==> config.mk <==
export PLATFORM = sky130hd
export DESIGN_NAME = gpio_direction_edge_select
export DESIGN_NICKNAME = d
export VERILOG_FILES = /design/src/inc/gpio_des_pkg.sv /design/src/hw/edge_detect.sv /design/src/hw/gpio_direction_edge_select.sv /design/src/hw/pin_sync.sv
export SDC_FILE = /design/constraint.sdc
export NUM_CORES = 1
export LEC_CHECK = 0
export BUFFER_PORTS_ARGS = -buffer_cell sky130_fd_sc_hd__buf_2
export CAP_MARGIN = 20
export CELL_PAD_IN_SITES_DETAIL_PLACEMENT = 1
export CELL_PAD_IN_SITES_GLOBAL_PLACEMENT = 1
export CORE_AREA = 2 2 138 140
export CTS_CLUSTER_DIAMETER = 60
export CTS_CLUSTER_SIZE = 40
export DETAILED_ROUTE_END_ITERATION = 16
export DIE_AREA = 0 0 140 142
export PLACE_DENSITY = 0.86
export SLEW_MARGIN = 20
export SYNTH_ARGS = -nofsm -noshare
export SYNTH_HDL_FRONTEND = slang
export SYNTH_SLANG_ARGS = --single-unit
==> constraint.sdc <==
create_clock -name CLK_SYS -period 7.05 [get_ports CLK_SYS]
set_input_delay 1.7625 -clock CLK_SYS [delete_from_list [all_inputs] [get_ports CLK_SYS]]
set_output_delay 1.7625 -clock CLK_SYS [all_outputs]
set_load 0.05 [all_outputs]
==> src/inc/gpio_des_pkg.sv <==
// Package for the GPIO direction and edge-select block.
// Assumes a 32-bit AXI4-Lite register bus; offsets are byte addresses.
package gpio_des_pkg;

  // ----------------------------------------------------------------
  // Register offsets (byte addresses)
  // ----------------------------------------------------------------
  localparam logic [7:0] OFF_PORT1_OUT = 8'h00;
  localparam logic [7:0] OFF_PORT1_DIR = 8'h04;
  localparam logic [7:0] OFF_PORT0_EDGE = 8'h08;
  localparam logic [7:0] OFF_PORT1_EDGE = 8'h0c;
  localparam logic [7:0] OFF_PORT0_IRQEN = 8'h10;
  localparam logic [7:0] OFF_PORT1_IRQEN = 8'h14;
  localparam logic [7:0] OFF_IRQ_STATUS = 8'h18;
  localparam logic [7:0] OFF_IRQ_MASK = 8'h1c;
  localparam logic [7:0] OFF_PIN_LEVEL = 8'h20;

  // ----------------------------------------------------------------
  // Reset values and field layout
  // ----------------------------------------------------------------
  localparam logic [7:0] RST_BYTE = 8'h00;
  localparam logic [15:0] RST_MASK = 16'h0000;
  localparam int PORT_W = 8;
  localparam int SYNC_STAGES = 2;
  // Status and mask: bits 7:0 port 0 events, bits 15:8 port 1 events
  localparam int ST_PORT1_LSB = 8;

  // AXI response codes
  localparam logic [1:0] RESP_OKAY = 2'b00;
  localparam logic [1:0] RESP_SLVERR = 2'b10;

  // Pad control of one port
  typedef struct packed {
    logic [7:0] out_val;
    logic [7:0] out_en;
    logic [7:0] pull_en;
  } pad_ctrl_s;

endpackage : gpio_des_pkg
==> src/hw/edge_detect.sv <==
// Per-pin selectable edge detector producing one-cycle requests.
// Assumes synchronised pin levels on the same clock.
`timescale 1ns/1ps
module edge_detect #(
  parameter int WIDTH = 8
) (
  input wire logic clk,
  input wire logic rst_n,
  input wire logic [WIDTH-1:0] level,
  input wire logic [WIDTH-1:0] falling_sel,
  input wire logic [WIDTH-1:0] enable,
  output logic [WIDTH-1:0] req
);
  import gpio_des_pkg::*;

  logic [WIDTH-1:0] prev_reg;
  logic [WIDTH-1:0] rise_w;
  logic [WIDTH-1:0] fall_w;

  // ----------------------------------------------------------------
  // Edge selection: zero picks rising, one picks falling
  // ----------------------------------------------------------------
  assign rise_w = level & ~prev_reg;
  assign fall_w = ~level & prev_reg;
  assign req = enable & ((rise_w & ~falling_sel) | (fall_w & falling_sel));

  // Previous level for edge comparison
  always_ff @(posedge clk or negedge rst_n) begin
    if (!rst_n) begin
      prev_reg <= '0;
    end else begin
      prev_reg <= level;
    end
  end

  // Refuse a width that leaves no pins to watch
  if (WIDTH < 1) begin : g_width_check
    $error("edge_detect needs a WIDTH of at least one");
  end
endmodule : edge_detect

==> src/hw/gpio_direction_edge_select.sv <==
// GPIO port 1 direction control and edge-select interrupts for ports 0 and 1.
// Assumes an AXI4-Lite master on CLK_SYS and pads that resolve out/oe/pull.
//
// Function
// - direction bit one makes pin an output
// - output pin drives its port output bit
// - direction bit zero leaves pin an input
// - input pin with output bit one: pull on
// - input pin with output bit zero: high-Z
// - each pin follows only its own bit
// - direction and edge registers reset to zero
// - upper eight bits read zero, writes ignored
// - per-port edge register, bit n for irq n
// - edge bit zero triggers on rising edge
// - edge bit one triggers on falling edge
// - enable bit one enables, zero disables interrupt
`timescale 1ns/1ps
module gpio_direction_edge_select (
  input wire logic CLK_SYS,
  input wire logic RST_N,
  input wire logic [7:0] S_AXI_AWADDR,
  input wire logic S_AXI_AWVALID,
  output logic S_AXI_AWREADY,
  input wire logic [31:0] S_AXI_WDATA,
  input wire logic [3:0] S_AXI_WSTRB,
  input wire logic S_AXI_WVALID,
  output logic S_AXI_WREADY,
  output logic [1:0] S_AXI_BRESP,
  output logic S_AXI_BVALID,
  input wire logic S_AXI_BREADY,
  input wire logic [7:0] S_AXI_ARADDR,
  input wire logic S_AXI_ARVALID,
  output logic S_AXI_ARREADY,
  output logic [31:0] S_AXI_RDATA,
  output logic [1:0] S_AXI_RRESP,
  output logic S_AXI_RVALID,
  input wire logic S_AXI_RREADY,
  input wire logic [7:0] PORT0_PIN_IN,
  input wire logic [7:0] PORT1_PIN_IN,
  output gpio_des_pkg::pad_ctrl_s PORT1_PAD,
  output logic [7:0] PORT0_IRQ_REQ,
  output logic [7:0] PORT1_IRQ_REQ,
  output logic IRQ
);
  import gpio_des_pkg::*;

  // ----------------------------------------------------------------
  // Reset release
  // ----------------------------------------------------------------
  logic rst_meta_reg;
  logic rst_sync_reg;
  logic rst_n;

  // Assert asynchronously, release through two flops
  always_ff @(posedge CLK_SYS or negedge RST_N) begin
    if (!RST_N) begin
      rst_meta_reg <= 1'b0;
      rst_sync_reg <= 1'b0;
    end else begin
      rst_meta_reg <= 1'b1;
      rst_sync_reg <= rst_meta_reg;
    end
  end
  assign rst_n = rst_sync_reg;

  // ----------------------------------------------------------------
  // Register storage
  // ----------------------------------------------------------------
  logic [7:0] port_output_value_reg;
  logic [7:0] port1_pin_direction_reg;
  logic [7:0] port0_irq_edge_select_reg;
  logic [7:0] port1_irq_edge_select_reg;
  logic [7:0] port0_irq_enable_reg;
  logic [7:0] port1_irq_enable_reg;
  logic [15:0] irq_status_reg;
  logic [15:0] irq_mask_reg;

  // ----------------------------------------------------------------
  // AXI write channel
  // ----------------------------------------------------------------
  logic aw_held_reg;
  logic w_held_reg;
  logic [7:0] aw_addr_reg;
  logic [31:0] w_data_reg;
  logic [3:0] w_strb_reg;
  logic wr_fire;
  logic wr_lane0;
  logic wr_lane1;
  logic wr_hit;
  logic [31:0] wr_val;

  assign S_AXI_AWREADY = !aw_held_reg && !S_AXI_BVALID;
  assign S_AXI_WREADY = !w_held_reg && !S_AXI_BVALID;
  assign wr_fire = aw_held_reg && w_held_reg;
  assign wr_lane0 = wr_fire && w_strb_reg[0];
  assign wr_lane1 = wr_fire && w_strb_reg[1];
  assign wr_val = w_data_reg;

  // Decode a byte address to a mapped register
  function automatic logic addr_mapped(input logic [7:0] a);
    return a == OFF_PORT1_OUT || a == OFF_PORT1_DIR || a == OFF_PORT0_EDGE
      || a == OFF_PORT1_EDGE || a == OFF_PORT0_IRQEN || a == OFF_PORT1_IRQEN
      || a == OFF_IRQ_STATUS || a == OFF_IRQ_MASK || a == OFF_PIN_LEVEL;
  endfunction : addr_mapped

  assign wr_hit = addr_mapped(aw_addr_reg);

  // Hold address and data until both are present, then respond
  always_ff @(posedge CLK_SYS or negedge rst_n) begin
    if (!rst_n) begin
      aw_held_reg <= 1'b0;
      w_held_reg <= 1'b0;
      aw_addr_reg <= 8'h00;
      w_data_reg <= 32'h0000_0000;
      w_strb_reg <= 4'h0;
      S_AXI_BVALID <= 1'b0;
      S_AXI_BRESP <= RESP_OKAY;
    end else begin
      if (S_AXI_AWVALID && S_AXI_AWREADY) begin
        aw_held_reg <= 1'b1;
        aw_addr_reg <= {S_AXI_AWADDR[7:2], 2'b00};
      end
      if (S_AXI_WVALID && S_AXI_WREADY) begin
        w_held_reg <= 1'b1;
        w_data_reg <= S_AXI_WDATA;
        w_strb_reg <= S_AXI_WSTRB;
      end
      if (wr_fire) begin
        aw_held_reg <= 1'b0;
        w_held_reg <= 1'b0;
        S_AXI_BVALID <= 1'b1;
        S_AXI_BRESP <= wr_hit ? RESP_OKAY : RESP_SLVERR;
      end else if (S_AXI_BVALID && S_AXI_BREADY) begin
        S_AXI_BVALID <= 1'b0;
      end
    end
  end

  // ----------------------------------------------------------------
  // Control register writes; byte lane 0 holds data, the mask also uses lane 1
  // ----------------------------------------------------------------
  logic wr_out;
  logic wr_dir;
  logic wr_edge0;
  logic wr_edge1;
  logic wr_en0;
  logic wr_en1;
  logic wr_mask;

  assign wr_out = wr_lane0 && aw_addr_reg == OFF_PORT1_OUT;
  assign wr_dir = wr_lane0 && aw_addr_reg == OFF_PORT1_DIR;
  assign wr_edge0 = wr_lane0 && aw_addr_reg == OFF_PORT0_EDGE;
  assign wr_edge1 = wr_lane0 && aw_addr_reg == OFF_PORT1_EDGE;
  assign wr_en0 = wr_lane0 && aw_addr_reg == OFF_PORT0_IRQEN;
  assign wr_en1 = wr_lane0 && aw_addr_reg == OFF_PORT1_IRQEN;
  assign wr_mask = wr_fire && aw_addr_reg == OFF_IRQ_MASK;

  // Bits 15:8 of the byte registers are never stored, so they read zero and ignore writes
  always_ff @(posedge CLK_SYS or negedge rst_n) begin
    if (!rst_n) begin
      port_output_value_reg <= RST_BYTE;
      port1_pin_direction_reg <= RST_BYTE;
      port0_irq_edge_select_reg <= RST_BYTE;
      port1_irq_edge_select_reg <= RST_BYTE;
      port0_irq_enable_reg <= RST_BYTE;
      port1_irq_enable_reg <= RST_BYTE;
      irq_mask_reg <= RST_MASK;
    end else begin
      if (wr_out) port_output_value_reg <= wr_val[7:0];
      if (wr_dir) port1_pin_direction_reg <= wr_val[7:0];
      if (wr_edge0) port0_irq_edge_select_reg <= wr_val[7:0];
      if (wr_edge1) port1_irq_edge_select_reg <= wr_val[7:0];
      if (wr_en0) port0_irq_enable_reg <= wr_val[7:0];
      if (wr_en1) port1_irq_enable_reg <= wr_val[7:0];
      if (wr_mask) begin
        if (w_strb_reg[0]) irq_mask_reg[7:0] <= wr_val[7:0];
        if (w_strb_reg[1]) irq_mask_reg[15:8] <= wr_val[15:8];
      end
    end
  end

  // ----------------------------------------------------------------
  // Pad control of port 1, bit by bit
  // ----------------------------------------------------------------
  genvar gi;
  generate
    for (gi = 0; gi < PORT_W; gi++) begin : g_pad
      assign PORT1_PAD.out_en[gi] = port1_pin_direction_reg[gi];
      assign PORT1_PAD.out_val[gi] = port1_pin_direction_reg[gi]
        & port_output_value_reg[gi];
      assign PORT1_PAD.pull_en[gi] = ~port1_pin_direction_reg[gi]
        & port_output_value_reg[gi];
    end
  endgenerate

  // ----------------------------------------------------------------
  // Pin synchronisers and edge detectors
  // ----------------------------------------------------------------
  logic [7:0] port0_level;
  logic [7:0] port1_level;

  pin_sync #(.WIDTH(PORT_W)) u_sync0 (
    .clk(CLK_SYS),
    .rst_n(rst_n),
    .async_in(PORT0_PIN_IN),
    .sync_out(port0_level)
  );

  pin_sync #(.WIDTH(PORT_W)) u_sync1 (
    .clk(CLK_SYS),
    .rst_n(rst_n),
    .async_in(PORT1_PIN_IN),
    .sync_out(port1_level)
  );

  edge_detect #(.WIDTH(PORT_W)) u_edge0 (
    .clk(CLK_SYS),
    .rst_n(rst_n),
    .level(port0_level),
    .falling_sel(port0_irq_edge_select_reg),
    .enable(port0_irq_enable_reg),
    .req(PORT0_IRQ_REQ)
  );

  edge_detect #(.WIDTH(PORT_W)) u_edge1 (
    .clk(CLK_SYS),
    .rst_n(rst_n),
    .level(port1_level),
    .falling_sel(port1_irq_edge_select_reg),
    .enable(port1_irq_enable_reg),
    .req(PORT1_IRQ_REQ)
  );

  // ----------------------------------------------------------------
  // Sticky status, write one to clear; a new event wins over clear
  // ----------------------------------------------------------------
  logic [15:0] events;
  logic [15:0] clr_bits;
  logic wr_status;

  assign events = {PORT1_IRQ_REQ, PORT0_IRQ_REQ};
  assign wr_status = wr_fire && aw_addr_reg == OFF_IRQ_STATUS;
  assign clr_bits = wr_status ? (wr_val[15:0] & {{8{w_strb_reg[1]}}, {8{w_strb_reg[0]}}})
    : 16'h0000;

  always_ff @(posedge CLK_SYS or negedge rst_n) begin
    if (!rst_n) begin
      irq_status_reg <= RST_MASK;
    end else begin
      irq_status_reg <= (irq_status_reg & ~clr_bits) | events;
    end
  end

  assign IRQ = |(irq_status_reg & irq_mask_reg);

  // ----------------------------------------------------------------
  // AXI read channel
  // ----------------------------------------------------------------
  logic [31:0] rd_mux;
  logic [7:0] ar_addr;

  assign S_AXI_ARREADY = !S_AXI_RVALID;
  assign ar_addr = {S_AXI_ARADDR[7:2], 2'b00};
  assign rd_mux =
    ar_addr == OFF_PORT1_OUT ? {24'h000000, port_output_value_reg} :
    ar_addr == OFF_PORT1_DIR ? {24'h000000, port1_pin_direction_reg} :
    ar_addr == OFF_PORT0_EDGE ? {24'h000000, port0_irq_edge_select_reg} :
    ar_addr == OFF_PORT1_EDGE ? {24'h000000, port1_irq_edge_select_reg} :
    ar_addr == OFF_PORT0_IRQEN ? {24'h000000, port0_irq_enable_reg} :
    ar_addr == OFF_PORT1_IRQEN ? {24'h000000, port1_irq_enable_reg} :
    ar_addr == OFF_IRQ_STATUS ? {16'h0000, irq_status_reg} :
    ar_addr == OFF_IRQ_MASK ? {16'h0000, irq_mask_reg} :
    ar_addr == OFF_PIN_LEVEL ? {16'h0000, port1_level, port0_level} :
    32'h0000_0000;

  // Capture read data on address handshake
  always_ff @(posedge CLK_SYS or negedge rst_n) begin
    if (!rst_n) begin
      S_AXI_RVALID <= 1'b0;
      S_AXI_RDATA <= 32'h0000_0000;
      S_AXI_RRESP <= RESP_OKAY;
    end else if (S_AXI_ARVALID && S_AXI_ARREADY) begin
      S_AXI_RVALID <= 1'b1;
      S_AXI_RDATA <= rd_mux;
      S_AXI_RRESP <= addr_mapped(ar_addr) ? RESP_OKAY : RESP_SLVERR;
    end else if (S_AXI_RVALID && S_AXI_RREADY) begin
      S_AXI_RVALID <= 1'b0;
    end
  end
endmodule : gpio_direction_edge_select

==> src/hw/pin_sync.sv <==
// Two-flop synchroniser for a bus of asynchronous pin levels.
// Assumes inputs come from pins outside the CLK_SYS domain.
`timescale 1ns/1ps
module pin_sync #(
  parameter int WIDTH = 8
) (
  input wire logic clk,
  input wire logic rst_n,
  input wire logic [WIDTH-1:0] async_in,
  output logic [WIDTH-1:0] sync_out
);
  import gpio_des_pkg::*;

  logic [WIDTH-1:0] meta_reg;

  // ----------------------------------------------------------------
  // Two stages; only the second stage reads the first
  // ----------------------------------------------------------------
  always_ff @(posedge clk or negedge rst_n) begin
    if (!rst_n) begin
      meta_reg <= '0;
      sync_out <= '0;
    end else begin
      meta_reg <= async_in;
      sync_out <= meta_reg;
    end
  end

  // Refuse a width that leaves no pins to synchronise
  if (WIDTH < 1) begin : g_width_check
    $error("pin_sync needs a WIDTH of at least one");
  end
endmodule : pin_sync

## Word level (Yosys, flattened, before mapping)

Index checks and enable logic that the tools add are counted.

| storage, ports and cells | value |
|---|---|
| output and inout port bits | 82 |
| logic and storage cells | 156 |
| input port bits | 75 |
| bits in registers | 194 |

| cells by class | value |
|---|---|
| reductions and logical operators | 46 |
| muxes and demuxes | 20 |
| bitwise logic cells | 47 |
| eq/ne operators | 16 |

Operators by type and width:

| cell | number |
|---|---|
| 16-bit 2-to-1 mux | 10 |
| 8-bit bitwise AND | 10 |
| 16-bit bitwise AND | 3 |
| 6-bit by 3-bit == test with 1-bit output (second input constant) | 8 |
| 8-bit NOT | 6 |
| 6-bit by 2-bit == test with 1-bit output (second input constant) | 4 |
| 1-bit logical AND | 17 |
| 1-bit bitwise AND | 16 |
| 8-bit zero test | 2 |
| 1-bit logical OR | 16 |
| 16-bit NOT | 1 |
| 16-bit OR | 1 |
| 8-bit OR | 2 |
| 16-bit OR reduction | 1 |
| 6-bit by 1-bit == test with 1-bit output (second input constant) | 2 |
| 6-bit by 4-bit == test with 1-bit output (second input constant) | 2 |
| 1-bit 2-to-1 mux | 8 |
| 1-bit NOT | 8 |
| 2-bit nonzero test | 4 |
| 1-bit zero test | 4 |
| 2-bit 2-to-1 mux | 2 |
| 2-bit AND reduction | 2 |

## Logic depth before layout (Yosys ltp)

Gate-level depths: netlist (run 1).

| logic depth | value |
|---|---|
| depth in word-level cells | 10 |
| depth in mapped cells | 8 |

## Cells and area by module

Synthesis (run 1) repeated with hierarchy kept, for this count alone.

| unflattened totals | value |
|---|---|
| cells, all modules | 621 |
| area total of the unflattened synthesis | 7727.4 sq um |

By module, submodules not included:

| module | seq. area each (sq um) | instances | cells each | area an instance (sq um) |
|---|---|---|---|---|
| gpio_direction_edge_select | 3203.1 | 1 | 525 | 6145.9 |
| pin_sync | 400.4 | 2 | 16 | 400.4 |
| edge_detect | 200.2 | 2 | 32 | 390.4 |

## Least setup slack after synthesis (run 1)

No wires, ideal clock.

| timing path | value |
|---|---|
| path kind | register to output |
| from | register port0_irq_edge_select_reg[3] |
| to | output port PORT0_IRQ_REQ[3] |
| required time | 5.287 ns |
| buffers on the path | 0 |
| arrival time | 2.013 ns |
| stages on the path, launching flop included | 3 |
| slack | 3.275 ns |
| cells stage by stage | dfrtp_1 -> or3b_2 -> a21boi_0 |

| on the way | value |
|---|---|
| longest elaborated chain between the ends | 4 |

Ends and longest elaborated chain:

| item | line | RTL |
|---|---|---|
| from (decl) | gpio_direction_edge_select.sv:71 | `logic [7:0] port0_irq_edge_select_reg;` |
| from (signal assigned) | gpio_direction_edge_select.sv:171 | `if (wr_edge0) port0_irq_edge_select_reg <= wr_val[7:0];` |
| 8-bit NOT | edge_detect.sv:25 | `assign req = enable & ((rise_w & ~falling_sel) \| (fall_w & falling_sel));` |
| 8-bit bitwise AND | edge_detect.sv:25 |  |
| 8-bit OR * | edge_detect.sv:25 |  |
| 8-bit bitwise AND * | edge_detect.sv:25 |  |
| to (decl) | gpio_direction_edge_select.sv:41 | `output logic [7:0] PORT0_IRQ_REQ,` |

Every way passes the cells marked *; elsewhere a longest branch is shown, timed or not.

## Final worst setup path (run 1)

| timing path | value |
|---|---|
| from | register port0_irq_edge_select_reg[0] |
| to | output port PORT0_IRQ_REQ[0] |

Same word-level chain as after synthesis.

==> flow_summary.yaml, run 1 <==
timing:
  tightest_slew_ps: 1070
  rsz0062_at_grt: "false"
  clock-skew-final_ps: 8.11
  timing.final.hold_violations: 0
  slew_viol_final: 0
  min_period_ps: 3880
  slew_headroom: 0.283
  max_freq_ghz: 0.258
  fin_hold_ws_ps: 349
  timing.final.crit_share: 0.551
  tns_ps: 0
  worst_slack_ps: 3170
  finalSetupViolations: 0
synthesis:
  synth.distinct_cells: 55
  synth_compound_area_frac: 0.123
  yosys_warnings: 0
  synth-seq-area-share: 0.570
  syn_area_per_cell_um2: 11.7
  yosysTopAreaCell: "dfrtp_1"
  synth_cells: 659
  synth_xor_area_frac: 0
  synth_adder_area_share: 0
  synth_area_leaders: "dfrtp_1, mux2_2, nand2_1, o21ai_0, a21o_1"
  ys_ff_latch: 176
  synth_top_family_by_area: "multiplexers"
  synth_edf_count: 0
  synth_area_um2: 7720
  yosys.area_share.simple: 0.124
  synthArstFlopShare: 1.00
  synth.most_common_cell: "dfrtp_1"
  synth_commonest_cells: "dfrtp_1, mux2_2, nand2_1"
  yosysTopAreaCellShare: 0.570
  ys.flop_type: "dfrtp_1"
  synthMuxAreaShare: 0.141
clock_tree:
  cts.clk_slew.worst_paths_ps: 70
  htreeDepth: 4
  cts_setup_buffers: 0
  cts_tree: "yes"
  clockBufferDepth: 2
  cts-hold-fix-buffers: 0
  clkLatencyLatePin_ps: 440
  cts_buffers: 17
  cts_sinks: 176
  cts_resized: 0
  root_buffer: "clkbuf_16"
placement:
  pre_cts_slack_ps: 2970
  port_buffers: 116
  dp_hpwl_um: 14700
  gp_congestion: 0.820
global_routing:
  grt_pass1_wl_um: 33000
  grt_pass1_vias: 5996
  grt_use_total: 0.217
  grt_max_degree: 76
  antenna_found_initial: 0
  grt-ovfl-total: 0
final_layout:
  drive_gt1_frac: 0.320
  diodes: 0
  fin_util: 0.488
  layout.nets: 841
  syn_to_final_growth_pct: 16.7
floorplanning:
  die_height_um: 142
  core-area_um2: 18500
  fp-row-count: 50
  initial_core_util: 0.418
  dieArea_um2: 19900
  dieWidth_um: 140
  io_pins: 157
drt:
  routed_wl_um: 20800
  final_antenna_net_count: 0
  post_drt_wl_per_cell_um: 20.6
  drtPass1Iterations: 13
  viasPerCell: 5.50
  drcViolationCount: 4
  vias: 5568
  drt_iter0_markers: 336
power_and_ir_drop:
  leakagePower_uw: 0.00439
  p_per_area_nw_per_um2: 361
  ir_worst_vdd_uv: 287
  total_power_uw: 3250
flow_run:
  drv_cap: 0
worst_setup_path:
  crit_path_start_kind: "flip-flop"
  cp.arrival_ps: 2120
  critPathKind: "reg -> out"
  path_cells: "or3b_2 -> a21boi_0 -> buf_2"
  cp_slowest_cell: "a21boi_0"
  end_kind: "primary output"
  cp_max_fo: 4
  worstPathRequired_ps: 5290
  critPathMaxStageDelay_ps: 470
status:
  status: "finished with violations"
  failed_checks: "DRC"
min_path:
  hold_class: "reg -> reg"
[metal layers]
layer / vias up / part of all wire / track usage / wire length, um
li1: 2512 / - / - / -
met1: 2877 / 0.41 / 0.265 / 8510
met2: 144 / 0.53 / 0.384 / 11000
met3: 35 / 0.044 / 0.0468 / 908
met4: 0 / 0.017 / 0.0702 / 363
met5: - / 0 / 0 / 0
[final timing paths]
check | from | endpoint | slack (ps) | depth (start not counted)
max in group asynchronous | rst_n$_DFF_PN0_ | port1_pin_direction_reg[6]$_DFFE_PN0P_ | 5260 | 1
worst max register to register | aw_addr_reg[7]$_DFFE_PN0P_ | irq_mask_reg[5]$_DFFE_PN0P_ | 4660 | 4
worst max-delay path | port0_irq_edge_select_reg[0]$_DFFE_PN0P_ | PORT0_IRQ_REQ[0] | 3170 | 3
min in group asynchronous | rst_n$_DFF_PN0_ | w_held_reg$_DFFE_PN0P_ | 360 | 0
worst min-delay path | u_sync0.meta_reg[5]$_DFF_PN0_ | u_sync0.sync_out[5]$_DFF_PN0_ | 350 | 0
worst min register to register | u_sync0.meta_reg[5]$_DFF_PN0_ | u_sync0.sync_out[5]$_DFF_PN0_ | 350 | 0
[cells in the final DEF (no fill, tap or decap), drive strengths merged, types with 13 or more instances in the layout]
cell type,instances
conb,19
and2,23
mux2i,13
clkbuf,18
nand2,67
dfrtp,176
mux2,83
buf,120
nor2,30
a21oi,30
o21ai,36
inv,15
a21o,20
[final cells by class]
| cell class | count | area, um^2 |
|---|---|---|
| clock inverters | 14 | 158 |
| well taps | 234 | 293 |
| multi-input cells | 439 | 3070 |
| fillers | 2001 | 9440 |
| repair buffers | 120 | 611 |
| flip-flops and latches | 176 | 4410 |
| clock buffers | 18 | 429 |
| inverters | 12 | 45.0 |
[critical path, delay by kind of cell, from the launching register on]
family / cells / cell delay (ps)
AND/OR/NAND/NOR: 1 / 440
buffers and inverters: 1 / 360
flip-flops: 1 / 400
AO/OA/AOI/OAI: 1 / 470
[cell families (layout without fill, tap and decap cells)]
family	Yosys count	in the layout
and+or+nand+nor	179	179
DFF	176	176
AOI/OAI and AO/OA	144	144
muxes	97	97
buffers and inverters	61	164
other	2	19
[power breakdown]
part / switching, uW / leakage (uW) / internal (uW)
sequential: 282 / 0.00223 / 1250
combinational: 473 / 0.00188 / 304
clock: 420 / 0.000277 / 527
[per-stage QoR]
stage	instances	cell area, um^2
after floorplan	676	7790
after global placement	981	8420
after detailed placement	981	8420
after CTS	1013	9010
after global routing	1013	9010
final	1013	9010
Power figures use the tool's default switching activity.
==> run 2: changes to the inputs <==
Clock period 7.05 ns to 4.1 ns, I/O delays scaled along.
==> flow_summary.yaml, run 2 (synthesized netlist as in run 1, its figures left out) <==
floorplanning:
  initial_core_util: 0.418
  fp-row-count: 50
  die_height_um: 142
  dieArea_um2: 19900
  core-area_um2: 18500
  dieWidth_um: 140
  io_pins: 157
placement:
  port_buffers: 116
  dp_hpwl_um: 14700
  gp_congestion: 0.823
drt:
  wl_met1_um: 8510
  drtPass1Iterations: 11
  routed_wl_um: 20800
  final_antenna_net_count: 0
  post_drt_wl_per_cell_um: 20.4
  met2WireLength_um: 10800
  vias: 5617
  viasPerCell: 5.53
  highest_layer: "met4"
  routed-wl-met3_um: 1010
  drt_iter0_markers: 283
  drcViolationCount: 6
timing:
  slew_viol_final: 0
  timing.final.hold_violations: 0
  finalSetupViolations: 0
  clock-skew-final_ps: 10.9
  slew_headroom: 0.380
  min_period_ps: 3190
  timing.final.crit_share: 0.779
  rsz0062_at_grt: "false"
  max_freq_ghz: 0.313
  tightest_slew_ps: 928
  tns_ps: 0
clock_tree:
  htreeDepth: 4
  cts_tree: "yes"
  cts_setup_buffers: 0
  clockBufferDepth: 2
  cts.clk_slew.worst_paths_ps: 70
  root_buffer: "clkbuf_16"
  cts-hold-fix-buffers: 0
  cts_buffers: 17
  cts_sinks: 176
  cts_resized: 0
  clkLatencyLatePin_ps: 440
worst_setup_path:
  end_kind: "primary output"
  r2r-start: "aw_addr_reg[7]$_DFFE_PN0P_"
  worstPathRequired_ps: 3070
  r2r-end: "irq_mask_reg[7]$_DFFE_PN0P_"
  cp.arrival_ps: 2170
  cp_max_fo: 4
  crit_path_start_kind: "flip-flop"
  critPathKind: "reg -> out"
  rr_worst_depth: 4
  reg2reg_slack_ps: 1820
final_layout:
  diodes: 0
  syn_to_final_growth_pct: 17.7
  fill_cells: 1995
  fin_util: 0.493
  layout.nets: 844
  final_cell_mix: "dfrtp_1, buf_2, mux2_2"
  drive_gt1_frac: 0.322
  final_common_cell: "dfrtp_1"
status:
  failed_checks: "DRC"
  status: "finished with violations"
min_path:
  hp-start: "u_sync0.meta_reg[3]$_DFF_PN0_"
  hold_depth: 0
  min_to: "u_sync0.sync_out[3]$_DFF_PN0_"
  hold_class: "reg -> reg"
power_and_ir_drop:
  p_per_area_nw_per_um2: 629
  total_power_uw: 5720
  ir_worst_vdd_uv: 468
  leakagePower_uw: 0.00444
global_routing:
  grt_use_total: 0.217
  grt-ovfl-total: 0
  grt_max_degree: 66
  antenna_found_initial: 0
  grt_pass1_wl_um: 33300
  grt_pass1_vias: 6006
flow_run:
  drv_cap: 0
==> run 2: routing by layer <==
layer,up-vias,track usage
met5,-,0
met4,0,0.0617
met3,21,0.0485
met2,153,0.383
met1,2923,0.271
li1,2520,-
==> run 2: worst max-delay path by stage <==
stage,start,to,depth (start not counted)
finish,u_sync0.sync_out[3]$_DFF_PN0_,PORT0_IRQ_REQ[3],3
global route,u_sync0.sync_out[3]$_DFF_PN0_,PORT0_IRQ_REQ[3],3
detailed placement,S_AXI_ARADDR[7],S_AXI_RDATA[10]$_DFFE_PN0P_,6
CTS,u_sync0.sync_out[0]$_DFF_PN0_,PORT0_IRQ_REQ[0],3
floorplan,port0_irq_edge_select_reg[3]$_DFFE_PN0P_,PORT0_IRQ_REQ[3],2
global placement,S_AXI_ARADDR[7],S_AXI_RDATA[10]$_DFFE_PN0P_,6
==> run 2: metrics by stage <==
stage / setup slack (ps) / area, um^2 / instances / hold slack [ps]
3_5_place_dp: 947 / 8460 / 984 / 336
5_1_grt: 894 / 9090 / 1016 / 356
3_3_place_gp: 1090 / 8460 / 984 / 332
6_report: 905 / 9090 / 1016 / 350
2_1_floorplan: 1060 / 7790 / 676 / 331
4_1_cts: 937 / 9090 / 1016 / 352
==> run 2: power breakdown <==
| group | leakage [uW] | total, uW | internal [uW] | switching [uW] |
|---|---|---|---|---|
| clock network | 0.000304 | 1750 | 1030 | 713 |
| registers | 0.00223 | 2640 | 2140 | 495 |
| logic | 0.00190 | 1340 | 526 | 813 |
==> run 2: critical path: stages, from the launching register on <==
cell and delay, ps:
dfrtp_1 430, or3b_2 460, a21boi_0 470, buf_2 370
==> run 2: cell type report <==
cell class | count | area, um^2 | share of cell area
clock buffer | 18 | 429 | 0.0472
sequential | 176 | 4410 | 0.485
clock inverter | 14 | 204 | 0.0224
timing repair buffer | 123 | 646 | 0.0710
multi-input combinational | 439 | 3070 | 0.337
inverter | 12 | 45.0 | 0.00495
tap | 234 | 293 | 0.0322
==> run 3: changes to the inputs <==
Settings changed: ABC_AREA set to 1, CORE_AREA 2 2 138 140 to 2 2 139 141, DIE_AREA 0 0 140 142 to 0 0 141 143, PLACE_DENSITY 0.86 to 0.87.
Clock period 4.1 ns to 3.25 ns, I/O delays scaled along.
==> flow_summary.yaml, run 3 <==
placement:
  gp_congestion: 0.902
  dp_hpwl_um: 15900
  port_buffers: 116
clock_tree:
  clkLatencyLatePin_ps: 440
  root_buffer: "clkbuf_16"
  cts_sinks: 176
  htreeDepth: 4
  cts.clk_slew.worst_paths_ps: 70
  cts-hold-fix-buffers: 0
  clockBufferDepth: 2
  cts_tree: "yes"
  cts_resized: 0
  cts_setup_buffers: 0
  cts_buffers: 17
synthesis:
  ys_ff_latch: 176
  ys.flop_type: "dfrtp_1"
  synth_area_um2: 7530
  synth_edf_count: 0
  syn_area_per_cell_um2: 8.74
  synth.most_common_cell: "nand2_1"
  synth.distinct_cells: 34
  yosysTopAreaCellShare: 0.585
  synth_cells: 862
  synth_commonest_cells: "nand2_1, dfrtp_1, inv_1"
  synth-seq-area-share: 0.585
  yosysTopAreaCell: "dfrtp_1"
  synthArstFlopShare: 1.00
  yosys_warnings: 0
  synth_area_leaders: "dfrtp_1, nand2_1, o21ai_0, inv_1, nor2_1"
drt:
  drcViolationCount: 0
  met2WireLength_um: 10900
  vias: 6368
  routed_wl_um: 22600
  viasPerCell: 5.16
  highest_layer: "met4"
  drt_iter0_markers: 304
  routed-wl-met3_um: 1190
  post_drt_wl_per_cell_um: 18.3
  wl_met1_um: 9950
  drtPass1Iterations: 5
  final_antenna_net_count: 0
worst_setup_path:
  path_cells: "nand2_1 -> nand3_1 -> a2111oi_0 -> buf_4 -> nand3_1 -> buf_2"
  critPathKind: "reg -> out"
  critPathMaxStageDelay_ps: 490
  cp_max_fo: 3
  crit_top_cell: "nand3_1"
  crit_path_start_kind: "flip-flop"
  cp-startpoint: "irq_mask_reg[4]$_DFFE_PN0P_"
  cp_slowest_cell: "a2111oi_0"
  reg2reg_slack_ps: 1280
  r2r-start: "aw_addr_reg[5]$_DFFE_PN0P_"
  cp.arrival_ps: 2040
  end_kind: "primary output"
  worstPathRequired_ps: 2440
final_layout:
  fill_cells: 2248
  drive_gt1_frac: 0.173
  fin_util: 0.482
  final_common_cell: "nand2_1"
  layout.nets: 1062
  multiInputGateArea_um2: 2540
  syn_to_final_growth_pct: 18.9
  regArea_um2: 4410
  final_cell_mix: "nand2_1, dfrtp_1, inv_1"
  diodes: 0
global_routing:
  grt_pass1_vias: 6565
  grt_max_degree: 116
  antenna_found_initial: 0
  grt-ovfl-total: 0
  grt_pass1_wl_um: 35500
  grt_use_total: 0.233
power_and_ir_drop:
  leakagePower_uw: 0.00468
  clkPwrFrac: 0.295
  p_sw_uw: 2780
  ir_worst_vdd_uv: 476
  p_int_uw: 4330
  p_sw_frac: 0.391
  p_seq_frac: 0.441
  p_comb_frac: 0.264
  p_per_area_nw_per_um2: 793
timing:
  timing.final.crit_share: 0.878
  clock-skew-final_ps: 7.35
  slew_viol_final: 0
  timing.final.hold_violations: 0
  slew_headroom: 0.533
  fin_hold_ws_ps: 144
  min_period_ps: 2850
  tns_ps: 0
  max_freq_ghz: 0.351
  rsz0062_at_grt: "false"
  finalSetupViolations: 0
  tightest_slew_ps: 699
floorplanning:
  die_height_um: 143
  dieArea_um2: 20200
  dieWidth_um: 141
  io_pins: 157
  initial_core_util: 0.406
  fp-row-count: 50
  core-area_um2: 18600
flow_run:
  drv_cap: 0
status:
  status: "complete, no violations"
min_path:
  hold_class: "in -> async"
-- run 3: changes by cell type after synthesis, moves of 29 or more --
cell	before	now
inv_1	12	118
mux2_2	83	4
nand2_1	67	194
nand3_1	6	35
nor2_1	29	89
o21ai_0	36	91
-- run 3: power by group through the flow --
stage,Combinational (uW),Clock [uW],Sequential (uW)
3_3_place_gp,1780,0,3120
5_1_grt,2060,2220,3190
6_report,1880,2100,3130
4_1_cts,1890,2130,3130
2_1_floorplan,1070,0,3240
3_5_place_dp,1860,0,3150
-- run 3: final timing paths --
check                      cells after the start                                       end
max                                            6                                       IRQ
max reg2reg                                    3  port1_irq_edge_select_reg[6]$_DFFE_PN0P_
max in group asynchronous                      1               irq_status_reg[8]$_DFF_PN0_
min                                            1                           rst_n$_DFF_PN0_
min in group CLK_SYS                           0             u_sync0.sync_out[6]$_DFF_PN0_
min reg2reg                                    1             u_sync0.meta_reg[6]$_DFF_PN0_
-- run 3: cells by family after synthesis --
logic type	synth area share
AO/OA/AOI/OAI	0.126
buffers and inverters	0.0868
flip-flops	0.585
AND/OR/NAND/NOR	0.196
other	0.000997
multiplexers	0.00598
-- run 3: critical path, delay by kind of cell, from the launching register on --
family	cells	cell delay, ps
flops	1	420
simple gates	3	250
compound gates	1	490
buf+inv	2	450
-- run 3: cell type report --
cell class              count  area share
flip-flops and latches    176       0.492
multi-input cells         548       0.284
repair buffers            125      0.0752
clock buffers              19      0.0506
inverters                 119      0.0499
well taps                 234      0.0327
clock inverters            13      0.0161
-- run 3: through the flow --
step	instances	total power [uW]	instance area (um^2)	setup slack, ps
after floorplan	879	4310	7600	343
after global placement	1202	4900	8360	804
after detailed placement	1202	5010	8360	771
after CTS	1234	7150	8960	357
after global routing	1234	7470	8960	233
final	1234	7110	8960	397
-- run 3: per-layer routing --
metal,global-route usage,vias to the layer above
li1,-,2975
met1,0.295,3187
met2,0.391,170
met3,0.0560,36
met4,0.0884,0
met5,0,-
